<file path="src/design/prio_irq_defs.svh">
// Constants for the priority interrupt controller command-word block
`ifndef PRIO_IRQ_DEFS_SVH
`define PRIO_IRQ_DEFS_SVH
`define W4_RESET 8'h00
`define MASK_RESET 8'h00
`define BIT_INIT_ONE 4
`define BIT_READSEL 3
`define BIT_NEED_FOUR 0
`define BIT_SINGLE 1
`define BIT_SPECIAL_NESTED 4
`define BIT_BUFFERED 3
`define BIT_MASTER 2
`define BIT_AUTO_EOI 1
`define BIT_PROC_MODE 0
`define BIT_READ_REG 1
`define BIT_READ_ISR 0
`define CODE_NS_EOI 3'h1
`define CODE_SP_EOI 3'h3
`define CODE_ROT_NS_EOI 3'h5
`define CODE_ROT_AUTO_SET 3'h4
`define CODE_ROT_AUTO_CLR 3'h0
`define CODE_ROT_SP_EOI 3'h7
`define CODE_SET_PRIO 3'h6
`define CODE_NOP 3'h2
`endif

</file>
<file path="src/design/prio_irq_pkg.sv">
// Types shared by the priority interrupt controller command-word block
package prio_irq_pkg;
	typedef enum logic [2:0] {
		ST_IDLE,
		ST_WAIT_TWO,
		ST_WAIT_THREE,
		ST_WAIT_FOUR,
		ST_READY
	} init_state_t;

	typedef struct packed {
		logic special_nested_sel;
		logic buffered;
		logic master;
		logic auto_eoi_sel;
		logic processor_mode_sel;
	} mode_cfg_t;

	typedef struct packed {
		logic wr;
		logic rd;
		logic register_select_line;
		logic [7:0] data;
	} host_access_t;
endpackage : prio_irq_pkg

</file>
<file path="src/design/prio_irq_command_words.sv">
// Command-word logic of an eight-input programmable priority controller
`timescale 1ns/1ps
`include "prio_irq_defs.svh"
module prio_irq_command_words #(
	parameter int LINES = 8
) (
	input wire logic clock_i,
	input wire logic rst_n_i,
	input wire logic enable_i,
	input wire prio_irq_pkg::host_access_t host_i,
	input wire logic [LINES-1:0] request_line_i,
	input wire logic ack_i,
	input wire logic role_or_buffer_enable_pin_i,
	output logic role_or_buffer_enable_pin_o,
	output logic role_or_buffer_enable_pin_oe_o,
	output logic [7:0] read_data_o,
	output logic irq_o,
	output logic [2:0] ack_level_o,
	output logic is_master_o,
	output logic special_nested_o,
	output logic processor_mode_o,
	output logic ready_o
);
	import prio_irq_pkg::*;

	// Reset release and pin synchronisers
	logic rst_meta, rst_sync;
	logic [LINES-1:0] req_meta, req_sync;
	logic pin_meta, pin_sync;
	logic ack_meta, ack_sync, ack_prev;
	logic rd_meta, rd_sync, rd_prev;
	logic wr_meta, wr_sync, wr_prev;
	logic [8:0] bus_meta, bus_sync;

	always_ff @(posedge clock_i or negedge rst_n_i)
	begin
		if (!rst_n_i)
		begin
			rst_meta <= 1'b0;
			rst_sync <= 1'b0;
		end
		else
		begin
			rst_meta <= 1'b1;
			rst_sync <= rst_meta;
		end
	end

	// Every pin crosses two flops; the second stage is read, and strobes also feed a third flop for edge detect
	always_ff @(posedge clock_i or negedge rst_sync)
	begin
		if (!rst_sync)
		begin
			{req_meta, req_sync} <= '0;
			{pin_meta, pin_sync} <= 2'h3;
			{ack_meta, ack_sync, ack_prev} <= 3'h0;
			{rd_meta, rd_sync, rd_prev} <= 3'h0;
			{wr_meta, wr_sync, wr_prev} <= 3'h0;
			{bus_meta, bus_sync} <= '0;
		end
		else if (enable_i)
		begin
			{req_sync, req_meta} <= {req_meta, request_line_i};
			{pin_sync, pin_meta} <= {pin_meta, role_or_buffer_enable_pin_i};
			{ack_prev, ack_sync, ack_meta} <= {ack_sync, ack_meta, ack_i};
			{rd_prev, rd_sync, rd_meta} <= {rd_sync, rd_meta, host_i.rd};
			{wr_prev, wr_sync, wr_meta} <= {wr_sync, wr_meta, host_i.wr};
			bus_meta <= {host_i.register_select_line, host_i.data};
			bus_sync <= bus_meta;
		end
	end

	// Write decode on the write strobe's falling edge (data stable)
	wire wr_done = wr_prev && !wr_sync;
	wire rd_start = rd_sync && !rd_prev;
	wire sel = bus_sync[8];
	wire [7:0] d = bus_sync[7:0];
	wire [2:0] code = d[7:5];
	wire [2:0] level = d[2:0];
	wire is_word_one = wr_done && !sel && d[`BIT_INIT_ONE];
	wire is_readsel = wr_done && !sel && !d[`BIT_INIT_ONE]
		&& d[`BIT_READSEL];
	wire is_eoi_word = wr_done && !sel && !d[`BIT_INIT_ONE]
		&& !d[`BIT_READSEL];
	wire is_mask_word = wr_done && sel;
	wire ack_end = ack_prev && !ack_sync;

	init_state_t state, next_state;
	logic need_four, single;
	mode_cfg_t cfg;
	logic [7:0] mask, pending, in_service, req_prev;
	logic [2:0] lowest, taken_level;
	logic rotate_auto, read_isr, ack_taken;
	wire ready = (state == ST_READY);

	// Initialization sequence; word one restarts it from any state
	always_comb
	begin
		next_state = state;
		if (is_word_one)
			next_state = ST_WAIT_TWO;
		else if (wr_done && sel)
		begin
			case (state)
				ST_WAIT_TWO:
					next_state = !single ? ST_WAIT_THREE
						: (need_four ? ST_WAIT_FOUR : ST_READY);
				ST_WAIT_THREE:
					next_state = need_four ? ST_WAIT_FOUR : ST_READY;
				ST_WAIT_FOUR:
					next_state = ST_READY;
				// Ready and idle hold; select-high writes in idle are dropped
				default:
					next_state = state;
			endcase
		end
	end

	always_ff @(posedge clock_i or negedge rst_sync)
	begin
		if (!rst_sync)
		begin
			state <= ST_IDLE;
			need_four <= 1'b0;
			single <= 1'b1;
		end
		else if (enable_i)
		begin
			state <= next_state;
			if (is_word_one)
			begin
				need_four <= d[`BIT_NEED_FOUR];
				single <= d[`BIT_SINGLE];
			end
		end
	end

	// Mode word: defaults to zero when not requested
	always_ff @(posedge clock_i or negedge rst_sync)
	begin
		if (!rst_sync)
			cfg <= '0;
		else if (enable_i)
		begin
			if (is_word_one)
				cfg <= '0;
			else if (wr_done && sel && state == ST_WAIT_FOUR)
			begin
				cfg.special_nested_sel <= d[`BIT_SPECIAL_NESTED];
				cfg.buffered <= d[`BIT_BUFFERED];
				cfg.master <= d[`BIT_MASTER];
				cfg.auto_eoi_sel <= d[`BIT_AUTO_EOI];
				cfg.processor_mode_sel <= d[`BIT_PROC_MODE];
			end
		end
	end

	// Highest-priority unmasked request relative to rotation point
	logic [2:0] top_level;
	logic top_valid;
	always_comb
	begin
		logic [2:0] idx;
		idx = 3'h0;
		top_level = 3'h0;
		top_valid = 1'b0;
		for (int k = 7; k >= 0; k--)
		begin
			idx = lowest + 3'(k + 1);
			if (pending[idx] && !mask[idx])
			begin
				top_level = idx;
				top_valid = 1'b1;
			end
		end
	end

	// Highest-priority in-service bit, for non-specific end-of-interrupt
	logic [2:0] isr_level;
	logic isr_valid;
	always_comb
	begin
		logic [2:0] j;
		j = 3'h0;
		isr_level = 3'h0;
		isr_valid = 1'b0;
		for (int k = 7; k >= 0; k--)
		begin
			j = lowest + 3'(k + 1);
			if (in_service[j])
			begin
				isr_level = j;
				isr_valid = 1'b1;
			end
		end
	end

	// End-of-interrupt word decode
	wire eoi_ns = is_eoi_word && (code == `CODE_NS_EOI
		|| code == `CODE_ROT_NS_EOI);
	wire eoi_sp = is_eoi_word && (code == `CODE_SP_EOI
		|| code == `CODE_ROT_SP_EOI);
	wire rot_ns = is_eoi_word && code == `CODE_ROT_NS_EOI;
	wire rot_sp = is_eoi_word && (code == `CODE_ROT_SP_EOI
		|| code == `CODE_SET_PRIO);
	wire auto_clear = ack_end && ack_taken && cfg.auto_eoi_sel;
	wire [7:0] ns_clear = (eoi_ns && isr_valid) ? (8'h01 << isr_level)
		: 8'h00;
	wire [7:0] sp_clear = eoi_sp ? (8'h01 << level) : 8'h00;
	wire [7:0] auto_mask = auto_clear ? (8'h01 << taken_level) : 8'h00;
	wire ack_start_w = ack_sync && !ack_prev;
	wire ack_set = ack_start_w && top_valid && ready;
	wire [7:0] set_isr = ack_set ? (8'h01 << top_level) : 8'h00;
	wire [7:0] rise = req_sync & ~req_prev;

	// Request, in-service, mask and priority state; sets win over clears, but word one clears over all except a same-cycle automatic rotation of lowest
	always_ff @(posedge clock_i or negedge rst_sync)
	begin
		if (!rst_sync)
		begin
			mask <= `MASK_RESET;
			pending <= 8'h00;
			in_service <= 8'h00;
			req_prev <= 8'h00;
			lowest <= 3'h7;
			rotate_auto <= 1'b0;
			read_isr <= 1'b0;
			ack_taken <= 1'b0;
			taken_level <= 3'h0;
		end
		else if (enable_i)
		begin
			req_prev <= req_sync;
			// Masked lines keep pending bits; mask only gates selection
			pending <= (pending & ~set_isr) | (ready ? rise : 8'h00);
			in_service <= (in_service & ~(ns_clear | sp_clear | auto_mask))
				| set_isr;
			if (is_word_one)
			begin
				mask <= `MASK_RESET;
				in_service <= 8'h00;
				pending <= 8'h00;
				lowest <= 3'h7;
				rotate_auto <= 1'b0;
				read_isr <= 1'b0;
			end
			if (is_mask_word && ready)
				mask <= d;
			if (is_eoi_word && code == `CODE_ROT_AUTO_SET)
				rotate_auto <= 1'b1;
			if (is_eoi_word && code == `CODE_ROT_AUTO_CLR)
				rotate_auto <= 1'b0;
			if (rot_ns && isr_valid)
				lowest <= isr_level;
			else if (rot_sp)
				lowest <= level;
			else if (auto_clear && rotate_auto)
				lowest <= taken_level;
			if (is_readsel && d[`BIT_READ_REG])
				read_isr <= d[`BIT_READ_ISR];
			if (ack_set)
			begin
				ack_taken <= 1'b1;
				taken_level <= top_level;
			end
			else if (ack_end)
				ack_taken <= 1'b0;
		end
	end

	// Registered outputs; shared pin mode follows the buffered bit
	always_ff @(posedge clock_i or negedge rst_sync)
	begin
		if (!rst_sync)
		begin
			role_or_buffer_enable_pin_o <= 1'b1;
			role_or_buffer_enable_pin_oe_o <= 1'b0;
			read_data_o <= 8'h00;
			irq_o <= 1'b0;
			ack_level_o <= 3'h0;
			is_master_o <= 1'b1;
			special_nested_o <= 1'b0;
			processor_mode_o <= 1'b0;
			ready_o <= 1'b0;
		end
		else if (enable_i)
		begin
			// Enable is active low while the host reads from us
			role_or_buffer_enable_pin_oe_o <= cfg.buffered;
			role_or_buffer_enable_pin_o <= !(cfg.buffered && rd_sync);
			is_master_o <= cfg.buffered ? cfg.master : pin_sync;
			special_nested_o <= cfg.special_nested_sel;
			processor_mode_o <= cfg.processor_mode_sel;
			if (rd_start)
				read_data_o <= read_isr ? in_service : pending;
			irq_o <= ready && top_valid;
			if (ack_set)
				ack_level_o <= top_level;
			ready_o <= ready;
		end
	end
endmodule : prio_irq_command_words

</file>
<file path="config.mk">
export PLATFORM = sky130hd
export DESIGN_NAME = prio_irq_command_words
export DESIGN_NICKNAME = d
export VERILOG_FILES = /design/src/design/prio_irq_pkg.sv /design/src/design/prio_irq_command_words.sv
export VERILOG_INCLUDE_DIRS = /design/src /design/src/design
export SDC_FILE = /design/constraint.sdc
export NUM_CORES = 1
export LEC_CHECK = 0
export BUFFER_PORTS_ARGS = -buffer_cell sky130_fd_sc_hd__buf_2
export CORE_MARGIN = 4
export CORE_UTILIZATION = 32
export CTS_CLUSTER_SIZE = 30
export DETAILED_ROUTE_END_ITERATION = 6
export PLACE_DENSITY = 0.46
export SLEW_MARGIN = 10
export SYNTH_ARGS = -nofsm -noshare
export SYNTH_HDL_FRONTEND = slang
export SYNTH_SLANG_ARGS = --single-unit
</file>
<file path="constraint.sdc">
create_clock -name clock_i -period 4.3 [get_ports clock_i]
set_input_delay 0.86 -clock clock_i [delete_from_list [all_inputs] [get_ports clock_i]]
set_output_delay 0.86 -clock clock_i [all_outputs]
set_load 0.1 [all_outputs]
</file>
==> results of run 1 <==
report_power, final:
part           switching [W]  internal, W
logic                0.00243      0.00135
registers           0.000433      0.00136
clock network       0.000519     0.000935
cell families after synthesis:
| logic type | count (synthesis) | share of synthesized area, % |
|---|---|---|
| buf+inv | 68 | 4.05 |
| mux | 118 | 23.2 |
| simple gates | 238 | 16.4 |
| compound gates | 156 | 15.2 |
| xor+xnor | 5 | 0.618 |
| flops | 113 | 40.1 |
| other cells | 1 | 0.0530 |
| fa+ha+maj | 2 | 0.353 |
routing by layer:
metal / GRT usage (%) / vias up / routed length (um)
met3: 2.71 / 33 / 852
met1: 22.3 / 2896 / 9140
met2: 27.6 / 159 / 9920
li1: - / 2672 / -
met4: 5.62 / 0 / 490
met5: 0 / - / 0
area by class of cell:
| class | instances | area (um^2) |
|---|---|---|
| tap | 280 | 350 |
| sequential | 113 | 2840 |
| clock buffer | 18 | 439 |
| multi-input combinational | 520 | 3960 |
| fill | 2173 | 13600 |
| inverter | 23 | 86.3 |
| timing repair buffer | 58 | 333 |
| clock inverter | 14 | 179 |
flip-flops by register name, summed over array words and instances, names as in the netlist, 5 cells and up:
name / flops
pending: 8
bus_sync: 9
req_sync: 8
cfg: 5
read_data_o: 8
req_prev: 8
mask: 8
in_service: 8
req_meta: 8
bus_meta: 9
final timing paths:
check | depth (start not counted) | slack, ns | to | startpoint
worst max-delay path | 9 | 0.33 | in_service[6] | lowest[1]
worst min-delay path | 1 | 0.23 | rst_sync | rst_n_i
worst max register to register | 9 | 0.33 | in_service[6] | lowest[1]
worst min register to register | 0 | 0.35 | rst_sync | rst_meta
max in group asynchronous | 1 | 2.73 | single | rst_sync
min in group clock_i | 0 | 0.35 | rst_sync | rst_meta
synthesized netlist by cell type, drive strengths merged, types with 3 or more instances:
library cell / n / share of area (%)
clkbuf: 29 / 1.6
a221oi: 6 / 0.74
o21ai: 53 / 3.8
or2: 4 / 0.35
nand3: 14 / 0.99
nor4b: 3 / 0.37
nor2: 41 / 2.2
nand2b: 12 / 1.1
a21o: 3 / 0.32
a21oi: 18 / 1.3
a211oi: 6 / 0.71
a32oi: 7 / 0.87
dfstp: 8 / 3.0
mux2: 56 / 9.0
a211o: 4 / 0.49
dfrtp: 105 / 37
and2: 9 / 0.79
nor4: 5 / 0.44
o221ai: 8 / 1.1
mux2i: 31 / 4.4
inv: 20 / 1.1
clkinv: 3 / 0.16
a22oi: 5 / 0.53
nor3b: 3 / 0.32
o211ai: 9 / 1.0
nand2: 97 / 5.1
a221o: 5 / 0.71
nand4: 11 / 0.97
a31oi: 11 / 0.97
xnor2: 3 / 0.37
nor2b: 18 / 1.6
buf: 16 / 1.3
nor3: 4 / 0.28
nand3b: 5 / 0.53
a21boi: 3 / 0.32
mux4: 31 / 9.9
and4b: 3 / 0.42
cell usage in the layout (no fill, tap or decap), types with 20 or more instances in the layout:
cell type and instances:
dfrtp_1 104, o21ai_0 51, nor2_1 41, mux2_2 55, mux2i_1 31, buf_2 41
nand2_1 97, inv_1 20, mux4_2 31
per-stage QoR:
stage | cells | setup slack (ns)
floorplan | 701 | 0.235
global placement | 994 | 0.508
detailed placement | 994 | 0.444
CTS | 1026 | 0.425
global route | 1026 | 0.213
finish | 1026 | 0.334
==> impl_metrics.json, run 1 <==
{
  "status": "finished clean",
  "synth_ff_type": "dfrtp_1",
  "gp_congestion": 0.893,
  "grt_pass1_wl_mm": 32.2,
  "crit_type": "flop to flop",
  "start_util_pct": 32.5,
  "synthCells": 701,
  "clk_pin_slew_worst_paths_ns": 0.06,
  "die_x_um": 157,
  "ys_seq_elements": 113,
  "min_path_type": "input pin to asynchronous set/reset pin",
  "path_cells": "ha_1, xor2_1, mux4_2, mux2i_1, o2111a_1, o221ai_1, o31ai_2, nor2_1, a221o_1",
  "fmax_mhz": 252,
  "setup_viol": 0,
  "end_kind": "flop",
  "synth_warnings": 0,
  "htreeDepth": 4,
  "grtUsageTotal_pct": 16.7,
  "cts_buffers": 17,
  "cpPeakStageDelay_ns": 0.58,
  "slew_violations": 0,
  "grt_max_degree": 77,
  "crit_family": "compound AO/OA/AOI/OAI gates",
  "antennaDiodeCount": 0,
  "nNetsFinal": 759,
  "syn-num-nets": 727,
  "setup_tns_ns": 0,
  "grt_pass1_vias": 5670,
  "worst-path-max-fanout": 6,
  "dr.first_iter.drc_count": 331,
  "vdd_ir_drop_max_uv": 310,
  "wl_mm": 20.4,
  "rsz0062_at_grt": "no",
  "synth-async-reset-ratio_pct": 100,
  "vias": 5760,
  "fp.dieH_um": 157,
  "wl_per_cell_um": 19.9,
  "ys_types": 71,
  "core_um2": 21800,
  "post-route-period-util_pct": 92.2,
  "yosysSeqAreaShare_pct": 40.1,
  "drtAntennaViolNets": 0,
  "max_slew.worst_pin.slew_ns": 0.999,
  "postCtsSetupRepairBufs": 0,
  "period_minus_slack_ns": 3.97,
  "hpwl_mm": 15.2,
  "skew_ns": 0.0106,
  "slew_headroom_pct": 33.4,
  "final_core_util_pct": 37.5,
  "hold_ws_ns": 0.227,
  "clock-root-buffer": "clkbuf_16",
  "syn_area_um2": 7080,
  "area_delta_synth_final_pct": 15.6,
  "synth_edf_count": 0,
  "maxCapViolations": 0,
  "drive_gt1_share_pct": 26.5,
  "p_total_w": 0.00703,
  "fp-row-count": 54,
  "critPathLaunchType": "flop",
  "post_cts_resized": 0,
  "numPortBuffers": 41,
  "hold_buffers": 0,
  "drc_errors": 0,
  "worst_path_max_delay_cell": "xor2_1",
  "p_per_area_nw_per_um2": 858,
  "crit_required_ns": 4.59,
  "ctsLongestPathBuffers": 2,
  "pin_count": 42,
  "placed_area_um2": 7570,
  "die_area_um2": 24600,
  "cts_tree": "yes",
  "cp_num_buf_inv": 0,
  "via_per_inst": 5.61,
  "grt_remaining_overflow": 0,
  "synth.avg_cell_area_um2": 10.1,
  "stdcell_area_um2": 8190,
  "drt-pass1-iter-count": 5,
  "p_leak_nw": 3.45,
  "clkSinkCount": 113,
  "antenna_found_initial": 0,
  "worst_skew_pair.late_latency_ns": 0.40,
  "hold_viol_final": 0,
  "arrival_ns": 4.25
}
(Power assumes the default switching activity.)
==> run 2: changes to the inputs <==
--- a/config.mk
+++ b/config.mk
@@ -8,10 +8,10 @@
 export LEC_CHECK = 0
 export BUFFER_PORTS_ARGS = -buffer_cell sky130_fd_sc_hd__buf_2
 export CORE_MARGIN = 4
-export CORE_UTILIZATION = 32
+export CORE_UTILIZATION = 33
 export CTS_CLUSTER_SIZE = 30
 export DETAILED_ROUTE_END_ITERATION = 6
-export PLACE_DENSITY = 0.46
+export PLACE_DENSITY = 0.47
 export SLEW_MARGIN = 10
 export SYNTH_ARGS = -nofsm -noshare
 export SYNTH_HDL_FRONTEND = slang
==> run 2 against run 1 <==
  * Worst hold slack worse by 0.0021 ns
  * First-iteration DRC count is 3.0% lower
  * Critical path type unchanged
  * Via count is 0.12% higher
  * Count of clock-buffer cells in the layout is 1 lower
  * Design area is 0.76% lower
  * Highest routed layer unchanged
  * Critical path depth is 1 lower
  * Combinational power hardly changed
==> impl_metrics.json, run 2 (synthesis results as in run 1) <==
{
  "end_kind": "flop",
  "wl_per_cell_um": 19.9,
  "grt_max_degree": 60,
  "drt-pass1-iter-count": 5,
  "grtUsageMet2_pct": 27.8,
  "placed_area_um2": 7580,
  "maxCapViolations": 0,
  "grt_remaining_overflow": 0,
  "critPathLaunchType": "flop",
  "hold_ws_ns": 0.225,
  "htreeDepth": 4,
  "drive_gt1_share_pct": 26.9,
  "rr_worst_depth": 8,
  "clk_pin_slew_worst_paths_ns": 0.06,
  "worst_skew_pair.late_latency_ns": 0.41,
  "regArea_um2": 2840,
  "die_area_um2": 23900,
  "p_per_area_nw_per_um2": 840,
  "critPathCapture": "in_service[6]",
  "dp.cells": 991,
  "grtUsageTotal_pct": 17.3,
  "hpwl_mm": 15.2,
  "fmax_mhz": 246,
  "worst_path_max_delay_cell": "dfstp_2",
  "path_cells": "buf_4, mux4_2, o21ai_1, o2111a_1, o221ai_1, o31ai_2, nor2_1, a221o_1",
  "status": "finished clean",
  "clkSinkCount": 113,
  "multi_input_area_um2": 3970,
  "r2r_slack_ns": 0.24,
  "wl_mm": 20.3,
  "start_util_pct": 33.6,
  "nNetsFinal": 761,
  "fin_cells": 1023,
  "arrival_ns": 4.35,
  "antenna_found_initial": 0,
  "rsz0062_at_grt": "no",
  "startpoint": "lowest[0]",
  "final_cell_mix": "dfrtp_1 (104), nand2_1 (97), mux2_2 (55)",
  "core_um2": 21100,
  "grt_pass1_vias": 5773,
  "period_minus_slack_ns": 4.06,
  "clock-root-buffer": "clkbuf_16",
  "crit_required_ns": 4.59,
  "cts_buffers": 17,
  "setup_tns_ns": 0,
  "slew_headroom_pct": 42.9,
  "p_total_w": 0.00682,
  "final_common_cell": "dfrtp_1",
  "die_x_um": 154,
  "stdcell_area_um2": 8120,
  "grt_use_met3_pct": 2.83,
  "fillers": 2108,
  "gp_congestion": 0.875,
  "reg2reg_from": "lowest[0]",
  "grt_use_met1_pct": 23.8,
  "hold_viol_final": 0,
  "min_path_type": "input pin to asynchronous set/reset pin",
  "grt_pass1_wl_mm": 33.0,
  "postCtsSetupRepairBufs": 0,
  "r2r-end": "in_service[6]",
  "ctsLongestPathBuffers": 2,
  "vdd_ir_drop_max_uv": 304,
  "top_usage_layer": "met2",
  "fp.dieH_um": 154,
  "cpPeakStageDelay_ns": 0.66,
  "slew_violations": 0,
  "dr.first_iter.drc_count": 321,
  "skew_ns": 0.00965,
  "largestRegisters": "bus_meta x9, bus_sync x9",
  "max_slew.worst_pin.slew_ns": 0.854,
  "worst-path-max-fanout": 31,
  "vias": 5767,
  "pin_count": 42,
  "crit_type": "flop to flop",
  "post-route-period-util_pct": 94.5,
  "setup_viol": 0,
  "via_per_inst": 5.64,
  "numPortBuffers": 41,
  "drc_errors": 0,
  "p_leak_nw": 3.41,
  "drtAntennaViolNets": 0,
  "antennaDiodeCount": 0,
  "cts_tree": "yes",
  "fp-row-count": 53,
  "area_delta_synth_final_pct": 14.7
}
[run 2: changes by cell type in the layout (fill, tap and decap cells not counted)]
| cell | before | now |
|---|---|---|
| bufinv_16 | 3 | 0 |
| clkinv_2 | 1 | 2 |
| xor2_1 | 2 | 1 |
| xor2_2 | 0 | 1 |
| clkinvlp_4 | 3 | 8 |
| inv_6 | 4 | 2 |
| clkbuf_8 | 1 | 0 |
| buf_4 | 17 | 19 |
[run 2: worst max-delay path, delay by kind of cell (launching register included)]
family / cells / cell delay [ns]
muxes: 1 / 0.64
AOI/OAI and AO/OA: 5 / 1.94
buffers and inverters: 1 / 0.46
DFF: 1 / 0.66
and+or+nand+nor: 1 / 0.24
[run 2: routing by layer]
metal  share of wire [%]  vias to the layer above
met5                   0                        -
met4                 2.2                        0
met3                 4.4                       31
met2                  48                      183
met1                  45                     2870
li1                    -                     2683
[run 2: final cells by class]
class	instances	share of cell area (%)
multi-input cells	520	48.8
flip-flops and latches	113	35.0
clock buffers	17	5.24
repair buffers	60	4.28
well taps	275	4.24
clock inverters	15	1.40
inverters	23	1.06
[run 2: per-stage QoR]
step	setup WS [ns]	util, %
floorplan	0.235	-
global placement	0.0479	35.9
detailed placement	0.157	35.9
CTS	0.132	38.5
global route	0.120	38.5
finish	0.238	38.5
[run 2: power breakdown]
group,switching (W),internal (W),leakage (nW)
logic,0.00243,0.00136,1.77
clock network,0.000515,0.000736,0.240
registers,0.000426,0.00136,1.40
total,0.00337,0.00345,3.41
[run 2: worst min-delay path by stage]
stage | from | to | slack (ns) | depth (start not counted)
after floorplan | rst_meta | rst_sync | 0.33 | 0
after global placement | rst_sync | req_meta[1] | 0.25 | 0
after detailed placement | rst_sync | req_meta[1] | 0.26 | 0
after CTS | rst_n_i | rst_sync | 0.21 | 1
after global routing | rst_n_i | rst_sync | 0.20 | 1
final | rst_n_i | rst_sync | 0.22 | 1
[run 2: repair_timing]
item                       CTS  global route
gates resized for setup      0             1
hold buffers                 0             0
setup endpoints to repair    0             1
